File: src/ocp_pkg.sv
package ocp_pkg;
	// ****************************************
	// Register map (byte offsets)
	// ****************************************
	localparam logic [7:0] OCP_OFS_OSC = 8'h00;
	localparam logic [7:0] OCP_OFS_WRITE_LOCK_BIT = 8'h01;
	localparam logic [7:0] OCP_OFS_TEST = 8'h02;
	localparam logic [7:0] OCP_OFS_TRIM = 8'h03;
	localparam logic [7:0] OCP_OFS_CLKS = 8'h04;
	localparam logic [7:0] OCP_OFS_STAT = 8'h05;
	// ****************************************
	// Fields and values
	// ****************************************
	localparam int OCP_BIT_OSCON = 7;
	localparam int OCP_BIT_WIDE = 6;
	localparam int OCP_BIT_PINS = 5;
	localparam logic [7:0] OCP_UNLOCK_KEY = 8'h26;
	localparam logic [4:0] OCP_RATIO_OFF = 5'h00;
	localparam logic [4:0] OCP_TRIM_NOM_LO = 5'h00;
	localparam logic [4:0] OCP_TRIM_NOM_HI = 5'h10;
	localparam logic OCP_LOCK_RST = 1'b1;
	localparam logic OCP_CLKS_RST = 1'b1;
	localparam logic OCP_FLAG_RST = 1'b0;
	localparam logic [7:0] OCP_TEST_RST = 8'h00;
	localparam logic [4:0] OCP_TRIM_RST = 5'h00;
	localparam logic OCP_WIN_NARROW = 1'b0;
	localparam logic [1:0] OCP_WIN_ONE = 2'h1;
	localparam logic [1:0] OCP_WIN_THREE = 2'h3;
	localparam logic [7:0] OCP_ZERO = 8'h00;

	typedef enum logic [1:0] {OCP_TC_NOMINAL, OCP_TC_NEG, OCP_TC_POS} ocp_tc_dir_t;

	typedef struct packed {
		logic [7:0] addr;
		logic [7:0] wdata;
		logic wr;
		logic rd;
	} ocp_bus_req_t;

	typedef struct packed {
		logic crystal_out_pin_on;
		logic wide;
		logic [4:0] ratio;
	} ocp_osc_cfg_t;
endpackage

File: src/ocp_osc_config_protect.sv
`timescale 1ns/1ps
// What this block does
// RQ1 - Oscillator config write lands only when unlocked and PLL clock selected.
// RQ2 - Each accepted oscillator config write clears lock and qualified status.
// RQ3 - Bit 7 on: oscillator reference with clock monitor; off: internal RC.
// RQ4 - With oscillator on, loss of oscillation raises a clock monitor reset.
// RQ5 - Qualified status gates use of oscillator clock for bus or timers.
// RQ6 - Bit 6 picks filter window: one VCO cycle or three.
// RQ7 - Software selects wide window when VCO runs above 25 MHz.
// RQ8 - Bit 5 pins-claimed sets once oscillator on, cleared only by reset.
// RQ9 - While claimed, both crystal pins serve only the oscillator.
// RQ10 - Bits 4..0 filter ratio; zero disables adaptive filter, else enabled.
// RQ11 - Software writes half the VCO/oscillator ratio, or zero if fractional.
// RQ12 - Software avoids frequency modulation while the filter is enabled.
// RQ13 - Enabled filter reports clock quality through the qualified bit.
// RQ14 - Writing 0x26 to protection register unlocks; other values lock.
// RQ15 - Lock blocks writes to all protected clock configuration registers.
// RQ16 - Protection register is always readable and writable.
// RQ17 - Factory test register writable only in special mode, always readable.
// RQ18 - Software waits oscillator startup time before pseudo stop.
// RQ19 - Trim codes 00000/10000 nominal, 0xxxx negative, 1xxxx positive.
// RQ20 - Protection register reads lock state in bit 0, zeros above.
module ocp_osc_config_protect #(
	parameter int RATIO_W = 5
) (
	// Clock, reset, enable
	input wire logic clk_sys,
	input wire logic arst_n,
	input wire logic clk_en,
	// Register port
	input wire ocp_pkg::ocp_bus_req_t bus_req,
	output logic [7:0] rd_data,
	// Mode and PLL side
	input wire logic special_mode,
	input wire logic pll_in_tol_raw,
	input wire logic osc_good_raw,
	input wire logic osc_lost_raw,
	// Oscillator and reference control
	output ocp_pkg::ocp_osc_cfg_t osc_cfg,
	output logic ref_from_osc,
	output logic clk_mon_en,
	output logic filter_en,
	output logic [1:0] filter_window_vco,
	output logic crystal_pins_claimed,
	output logic crystal_pins_reserved,
	output logic osc_clk_usable,
	output logic clk_mon_reset,
	output logic pll_clock_selected,
	output logic [4:0] temp_coeff_trim,
	output ocp_pkg::ocp_tc_dir_t tc_direction,
	output logic oscillator_qualified,
	output logic pll_locked
);
	import ocp_pkg::*;

	// Elaboration checks: the fields must pack into one byte register
	if (RATIO_W != 5) begin
		$error("RATIO_W must be 5");
	end
	if (OCP_BIT_PINS != RATIO_W) begin
		$error("ratio field must sit just below the pins bit");
	end
	if (OCP_BIT_WIDE != OCP_BIT_PINS + 1) begin
		$error("window bit must sit just above the pins bit");
	end
	if (OCP_BIT_OSCON != OCP_BIT_WIDE + 1) begin
		$error("enable bit must sit just above the window bit");
	end
	if (OCP_BIT_OSCON > 7) begin
		$error("enable bit lies outside the register byte");
	end
	if (OCP_TRIM_NOM_HI[3:0] != OCP_TRIM_NOM_LO[3:0]) begin
		$error("nominal trim codes must differ in the top bit only");
	end
	if (OCP_OFS_OSC == OCP_OFS_WRITE_LOCK_BIT) begin
		$error("oscillator and lock registers share an offset");
	end

	// ****************************************
	// Input synchronisers
	// ****************************************
	// Status arrives from the analog clock domain, so two stages each
	localparam int SYNC_N = 3;
	logic [SYNC_N-1:0] sync_in;
	logic [SYNC_N-1:0] sync1_r;
	logic [SYNC_N-1:0] sync2_r;
	assign sync_in = {osc_lost_raw, osc_good_raw, pll_in_tol_raw};

	for (genvar g = 0; g < SYNC_N; g++) begin
		always_ff @(posedge clk_sys or negedge arst_n) begin
			if (!arst_n) begin
				sync1_r[g] <= OCP_FLAG_RST;
				sync2_r[g] <= OCP_FLAG_RST;
			end else if (clk_en) begin
				sync1_r[g] <= sync_in[g];
				sync2_r[g] <= sync1_r[g];
			end
		end
	end

	logic tol_s;
	logic good_s;
	logic lost_s;
	assign tol_s = sync2_r[0];
	assign good_s = sync2_r[1];
	assign lost_s = sync2_r[2];

	// ****************************************
	// Decode
	// ****************************************
	logic lock_r;
	logic osc_on_r;
	logic wide_r;
	logic claimed_r;
	logic clks_r;
	logic [4:0] ratio_r;
	logic [4:0] trim_r;
	logic [7:0] test_r;
	logic lock_st_r;
	logic qual_st_r;

	// Address match, used by the write decode; read select uses its own case
	function automatic logic hit(input logic [7:0] a, input logic [7:0] o);
		return a == o;
	endfunction

	// Write strobe aimed at one register offset
	function automatic logic wr_at(input logic [7:0] o);
		return bus_req.wr && hit(bus_req.addr, o);
	endfunction

	logic [7:0] wa;
	logic [7:0] wd;
	logic unlocked;
	logic wr_write_lock_bit;
	logic wr_osc;
	logic wr_trim;
	logic wr_clks;
	logic wr_test;
	logic filt_on;
	logic qual_src;

	assign wa = bus_req.addr;
	assign wd = bus_req.wdata;
	assign unlocked = !lock_r; // [RQ15]
	// Lock register stays open whatever the lock state
	assign wr_write_lock_bit = wr_at(OCP_OFS_WRITE_LOCK_BIT); // [RQ16]
	assign wr_osc = wr_at(OCP_OFS_OSC) && unlocked && clks_r; // [RQ1]
	assign wr_trim = wr_at(OCP_OFS_TRIM) && unlocked; // [RQ15]
	assign wr_clks = wr_at(OCP_OFS_CLKS) && unlocked; // [RQ15]
	// Special mode is a same-clock level, so no synchroniser
	assign wr_test = wr_at(OCP_OFS_TEST) && special_mode; // [RQ17]
	assign filt_on = ratio_r != OCP_RATIO_OFF; // [RQ10]
	// Without the filter, oscillator on with no loss seen qualifies the clock
	assign qual_src = osc_on_r && (filt_on ? good_s : !lost_s); // [RQ13]

	// ****************************************
	// Next values
	// ****************************************
	logic lock_nxt;
	logic osc_on_nxt;
	logic wide_nxt;
	logic claimed_nxt;
	logic clks_nxt;
	logic [4:0] ratio_nxt;
	logic [4:0] trim_nxt;
	logic [7:0] test_nxt;
	logic lock_st_nxt;
	logic qual_st_nxt;

	// Any key but the magic one relocks, so a stray write fails safe
	assign lock_nxt = (wd != OCP_UNLOCK_KEY); // [RQ14]
	assign osc_on_nxt = wd[OCP_BIT_OSCON]; // [RQ3]
	assign wide_nxt = wd[OCP_BIT_WIDE]; // [RQ6]
	// Claim only rises; nothing but reset releases the pins
	assign claimed_nxt = claimed_r || osc_on_r; // [RQ8]
	assign clks_nxt = wd[0];
	assign ratio_nxt = wd[RATIO_W-1:0]; // [RQ10]
	assign trim_nxt = wd[4:0]; // [RQ19]
	assign test_nxt = wd;
	// Clear wins over a fresh status sample in the write cycle
	assign lock_st_nxt = wr_osc ? 1'b0 : tol_s; // [RQ2]
	assign qual_st_nxt = wr_osc ? 1'b0 : qual_src; // [RQ2] [RQ13]

	// ****************************************
	// Registers
	// ****************************************
	always_ff @(posedge clk_sys or negedge arst_n) begin
		if (!arst_n) begin
			lock_r <= OCP_LOCK_RST;
		end else if (clk_en && wr_write_lock_bit) begin
			lock_r <= lock_nxt; // [RQ14]
		end
	end

	always_ff @(posedge clk_sys or negedge arst_n) begin
		if (!arst_n) begin
			osc_on_r <= OCP_FLAG_RST;
		end else if (clk_en && wr_osc) begin
			osc_on_r <= osc_on_nxt;
		end
	end

	always_ff @(posedge clk_sys or negedge arst_n) begin
		if (!arst_n) begin
			wide_r <= OCP_WIN_NARROW;
		end else if (clk_en && wr_osc) begin
			wide_r <= wide_nxt;
		end
	end

	always_ff @(posedge clk_sys or negedge arst_n) begin
		if (!arst_n) begin
			ratio_r <= OCP_RATIO_OFF;
		end else if (clk_en && wr_osc) begin
			ratio_r <= ratio_nxt;
		end
	end

	always_ff @(posedge clk_sys or negedge arst_n) begin
		if (!arst_n) begin
			claimed_r <= OCP_FLAG_RST;
		end else if (clk_en) begin
			claimed_r <= claimed_nxt; // [RQ8]
		end
	end

	always_ff @(posedge clk_sys or negedge arst_n) begin
		if (!arst_n) begin
			trim_r <= OCP_TRIM_RST;
		end else if (clk_en && wr_trim) begin
			trim_r <= trim_nxt;
		end
	end

	// Reset leaves the PLL clock selected, so oscillator writes need only the unlock key
	always_ff @(posedge clk_sys or negedge arst_n) begin
		if (!arst_n) begin
			clks_r <= OCP_CLKS_RST;
		end else if (clk_en && wr_clks) begin
			clks_r <= clks_nxt;
		end
	end

	// Test byte only holds what was written; it drives nothing here
	always_ff @(posedge clk_sys or negedge arst_n) begin
		if (!arst_n) begin
			test_r <= OCP_TEST_RST;
		end else if (clk_en && wr_test) begin
			test_r <= test_nxt;
		end
	end

	always_ff @(posedge clk_sys or negedge arst_n) begin
		if (!arst_n) begin
			lock_st_r <= OCP_FLAG_RST;
		end else if (clk_en) begin
			lock_st_r <= lock_st_nxt;
		end
	end

	always_ff @(posedge clk_sys or negedge arst_n) begin
		if (!arst_n) begin
			qual_st_r <= OCP_FLAG_RST;
		end else if (clk_en) begin
			qual_st_r <= qual_st_nxt;
		end
	end

	// ****************************************
	// Read path
	// ****************************************
	logic [7:0] osc_rd;
	logic [7:0] write_lock_bit_rd;
	logic [7:0] trim_rd;
	logic [7:0] clks_rd;
	logic [7:0] stat_rd;

	assign osc_rd = {osc_on_r, wide_r, claimed_r, ratio_r};
	assign write_lock_bit_rd = {7'h00, lock_r}; // [RQ20]
	assign trim_rd = {3'h0, trim_r};
	assign clks_rd = {7'h00, clks_r};
	assign stat_rd = {6'h00, qual_st_r, lock_st_r};

	logic [7:0] rd_sel;
	always_comb begin
		rd_sel = OCP_ZERO;
		case (wa)
			OCP_OFS_OSC: rd_sel = osc_rd;
			OCP_OFS_WRITE_LOCK_BIT: rd_sel = write_lock_bit_rd; // [RQ16]
			OCP_OFS_TEST: rd_sel = test_r; // [RQ17]
			OCP_OFS_TRIM: rd_sel = trim_rd;
			OCP_OFS_CLKS: rd_sel = clks_rd;
			OCP_OFS_STAT: rd_sel = stat_rd;
			default: rd_sel = OCP_ZERO;
		endcase
	end

	// Zero outside a read cycle while clk_en is high; with clk_en low, rd_data holds its last value
	logic [7:0] rd_nxt;
	assign rd_nxt = bus_req.rd ? rd_sel : OCP_ZERO;

	always_ff @(posedge clk_sys or negedge arst_n) begin
		if (!arst_n) begin
			rd_data <= OCP_ZERO;
		end else if (clk_en) begin
			rd_data <= rd_nxt;
		end
	end

	// ****************************************
	// Outputs
	// ****************************************
	logic trim_nom;
	assign trim_nom = (trim_r == OCP_TRIM_NOM_LO) ||
		(trim_r == OCP_TRIM_NOM_HI);

	always_comb begin
		if (trim_nom) begin
			tc_direction = OCP_TC_NOMINAL; // [RQ19]
		end else if (trim_r[4]) begin
			tc_direction = OCP_TC_POS; // [RQ19]
		end else begin
			tc_direction = OCP_TC_NEG; // [RQ19]
		end
	end

	assign osc_cfg.crystal_out_pin_on = osc_on_r;
	assign osc_cfg.wide = wide_r;
	assign osc_cfg.ratio = ratio_r;
	assign ref_from_osc = osc_on_r; // [RQ3]
	assign clk_mon_en = osc_on_r; // [RQ3]
	assign clk_mon_reset = osc_on_r && lost_s; // [RQ4]
	assign filter_en = filt_on; // [RQ10]
	assign filter_window_vco = wide_r ? OCP_WIN_THREE : OCP_WIN_ONE; // [RQ6]
	assign crystal_pins_claimed = claimed_r;
	assign crystal_pins_reserved = claimed_r; // [RQ9]
	assign osc_clk_usable = qual_st_r; // [RQ5]
	assign oscillator_qualified = qual_st_r;
	assign pll_locked = lock_st_r;
	assign pll_clock_selected = clks_r;
	assign temp_coeff_trim = trim_r;
endmodule

File: config.mk
export PLATFORM = sky130hd
export DESIGN_NAME = ocp_osc_config_protect
export DESIGN_NICKNAME = d
export VERILOG_FILES = /design/src/ocp_pkg.sv /design/src/ocp_osc_config_protect.sv
export SDC_FILE = /design/constraint.sdc
export NUM_CORES = 1
export LEC_CHECK = 0
export BUFFER_PORTS_ARGS = -buffer_cell sky130_fd_sc_hd__buf_2
export CORE_ASPECT_RATIO = 0.75
export CORE_MARGIN = 2
export CORE_UTILIZATION = 25
export CTS_BUF_LIST = sky130_fd_sc_hd__clkbuf_16
export DETAILED_ROUTE_END_ITERATION = 6
export PLACE_DENSITY = 0.51
export SLEW_MARGIN = 20
export SYNTH_ARGS = -nofsm -noshare
export SYNTH_HDL_FRONTEND = slang
export SYNTH_SLANG_ARGS = --single-unit
File: constraint.sdc
create_clock -name clk_sys -period 1.1 [get_ports clk_sys]
set_input_delay 0.11 -clock clk_sys [delete_from_list [all_inputs] [get_ports clk_sys]]
set_output_delay 0.11 -clock clk_sys [all_outputs]
set_load 0.02 [all_outputs]
==> flow_summary.yaml <==
critical_path:
  cp-startpoint: "bus_req[16]"
  end_kind: "flip-flop"
  worstPathRequired_ns: 1.26
  cp_common_cell: "buf_6"
  critPathKind: "in -> reg"
  cp-start-kind: "primary input"
  slowest_stage: "or4_4"
  rrSetupSlack_ns: -0.24
  critical_path.cell_chain: "buf_6 -> or4_4 -> nor4_4 -> and4b_1 -> buf_6 -> mux2_4"
  worstPathArrival_ns: 1.85
  critPathMaxFanout: 8
  rr_startpoint: "ratio_r[0]$_DFFE_PN0P_"
  max_stage_delay_ns: 0.54
place:
  routabilityCongestion: 0.7267
  io_buffers: 57
  dp_cells: 330
  dp_slack_ns: -0.8687
  dpl_cell_area_um2: 2485
  hpwl_um: 3841
global_routing:
  grt_pass1_wl_um: 8286
  grt_max_degree: 29
  grt_use_total_pct: 13.39
  antenna_found_initial: 0
  grt_pass1_vias: 1570
  grt_overflow: 0
yosys:
  synth.distinct_cells: 35
  synth_top_area_share_pct: 49.30
  synthMostInstantiatedCell: "dfrtp_1"
  synthArstFlopShare_pct: 100.0
  synth.cell_area_um2: 1878
  synthFlopType: "dfrtp_1"
  synth_top_area_cell: "dfrtp_1"
  synth-edff-count: 0
  syn_nets: 178
  avgSynthCellArea_um2: 12.27
  ys_top_cells_by_count: "dfrtp_1 (37), mux2_2 (29), inv_1 (12)"
  ys_top_cells_by_area: "dfrtp_1 (49%), mux2_2 (17%), mux2i_1 (3.7%), buf_4 (3.2%), dfstp_2 (2.8%)"
  ys_ff_latch: 39
  synthCells: 153
  seq_area_frac_synth_pct: 52.10
  synth_warnings: 0
sta:
  setup_viol: 38
  maxSlewViolCount: 0
  layout_setup_ws_ns: -0.5932
  fin_skew_ns: 0.007378
  final-hold-violation-count: 0
  fin_setup_tns_ns: -14.63
  fin_crit_sh_pct: 153.9
  grt_setup_unrepaired: "true"
  layout_min_cycle_time_ns: 1.693
  fmax_mhz: 590.6
  hold_slack_ns: 0.05983
detailed_routing:
  drc: 0
  ant_nets: 0
  wl_um: 5338
  drt-vias-per-instance: 4.426
  num_vias: 1549
  drt_pass1_iterations: 4
  drt_iter0_markers: 39
  avgRoutedWirePerCell_um: 15.25
clocking:
  clk_pin_slew_ns: 0.06
  cts_tree: "yes"
  cts_sinks: 39
  clockBufferDepth: 2
  cts_max_level: 2
  numCtsBuffers: 5
  clk_latency_ns: 0.28
  cts-root-buf: "clkbuf_16"
layout:
  multi_input_area_um2: 932.1
  nets: 273
  diodes: 0
  layout-drive-gt1-share_pct: 66.27
  stdcell_area_um2: 3068
  layout.area.seq_um2: 984.7
  fillers: 716
  stdcell_count: 350
  area_delta_synth_final_pct: 63.36
power:
  powerDensity_nw_per_um2: 1230
  peakVddDrop_uv: 778.3
  power_switching_share_pct: 21.22
  clock_power_share_pct: 49.8
  pwr-share-seq_pct: 40.0
  combPwrFrac_pct: 10.1
  p_switching_mw: 0.8010
  power.internal_mw: 2.974
  cellLeakagePower_nw: 1.496
floorplanning:
  rows: 27
  die_w_um: 104.1
  ios: 59
  start_util_pct: 25.74
  die-area_um2: 8229
  core_area_um2: 7297
  fp.dieH_um: 79.06
min_path:
  hold_path.class: "in -> reg"
  hold_start: "pll_in_tol_raw"
outcome:
  violations: "negative setup slack"
  status: "complete, but fails checks"
flow_run:
  maxCapViolCount: 0
==> what timing repair did <==
item                       CTS  global route
pin swaps                    9            11
resized for setup           46            29
setup buffers                6             8
setup endpoints to repair   41            48
hold buffers                 1             0
hold endpoints to repair    11             0
==> routing by layer <==
metal,GRT usage (%),routed length (µm),vias to the layer above
met2,19.47,2420,43
met5,0,0,-
met4,4.595,48,0
met1,19.35,2613,770
li1,-,-,731
met3,3.284,255,5
==> metrics by stage <==
step | util [%] | total power, mW
floorplan | - | 1.671
global placement | 34.05 | 1.863
detailed placement | 34.05 | 1.866
CTS | 40.05 | 3.789
global route | 42.04 | 3.921
finish | 42.04 | 3.775
==> layout make-up <==
class	count	share of cell area, %
Timing Repair Buffer	102	25.65
Clock buffer	5	4.078
Clock inverter	3	2.202
Sequential cell	39	32.10
Tap cell	101	4.119
Inverter	12	1.468
Multi-Input combinational cell	88	30.38
==> sequential cells by signal, indices dropped and copies added, names as in the netlist <==
register and count:
tol_s 1, good_s 1, pll_clock_selected 1, osc_clk_usable 1
lost_s 1, wide_r 1, rd_data 8, crystal_pins_claimed 1
clk_mon_en 1, temp_coeff_trim 5, lock_r 1, pll_locked 1
sync1_r 3, test_r 8, ratio_r 5
==> power groups by stage <==
stage | sequential (mW) | clock, mW | combinational [mW]
CTS | 1.51 | 1.92 | 0.363
global route | 1.52 | 1.99 | 0.418
floorplan | 1.54 | 0 | 0.127
finish | 1.51 | 1.88 | 0.382
detailed placement | 1.53 | 0 | 0.334
global placement | 1.53 | 0 | 0.332
==> final timing paths <==
kind	endpoint	depth (start not counted)
setup / recovery	test_r[1]$_DFFE_PN0P_	6
setup reg to reg	rd_data[0]$_DFFE_PN0P_	4
hold / removal	sync1_r[0]$_DFFE_PN0P_	2
min in group asynchronous	rd_data[6]$_DFFE_PN0P_	2
max in group asynchronous	pll_clock_selected$_DFFE_PN1P_	3
hold reg to reg	lost_s$_DFFE_PN0P_	2
==> cells by family (layout without fill, tap and decap cells) <==
family / count (synthesis) / after routing / share of synthesized area [%]
other: 1 / 1 / 0.1997
DFF: 39 / 39 / 52.10
AOI/OAI and AO/OA: 16 / 16 / 5.862
and+or+nand+nor: 33 / 33 / 11.73
buffers and inverters: 26 / 122 / 7.195
muxes: 38 / 38 / 22.92
==> critical path, delay by kind of cell <==
| family | cells | cell delay, ns |
|---|---|---|
| mux | 1 | 0.30 |
| buf+inv | 2 | 0.25 |
| simple gates | 3 | 1.18 |
==> cells in the final DEF (no fill, tap or decap), drive strengths merged, types with 4 or more instances in the layout <==
cell	Yosys	routed
buf	11	101
dfrtp	37	37
mux2	30	30
inv	12	12
mux2i	7	7
nand2	6	6
o22ai	6	6
nor2	5	5
clkbuf	3	5
o32ai	4	4
Power figures use the tool's default switching activity.
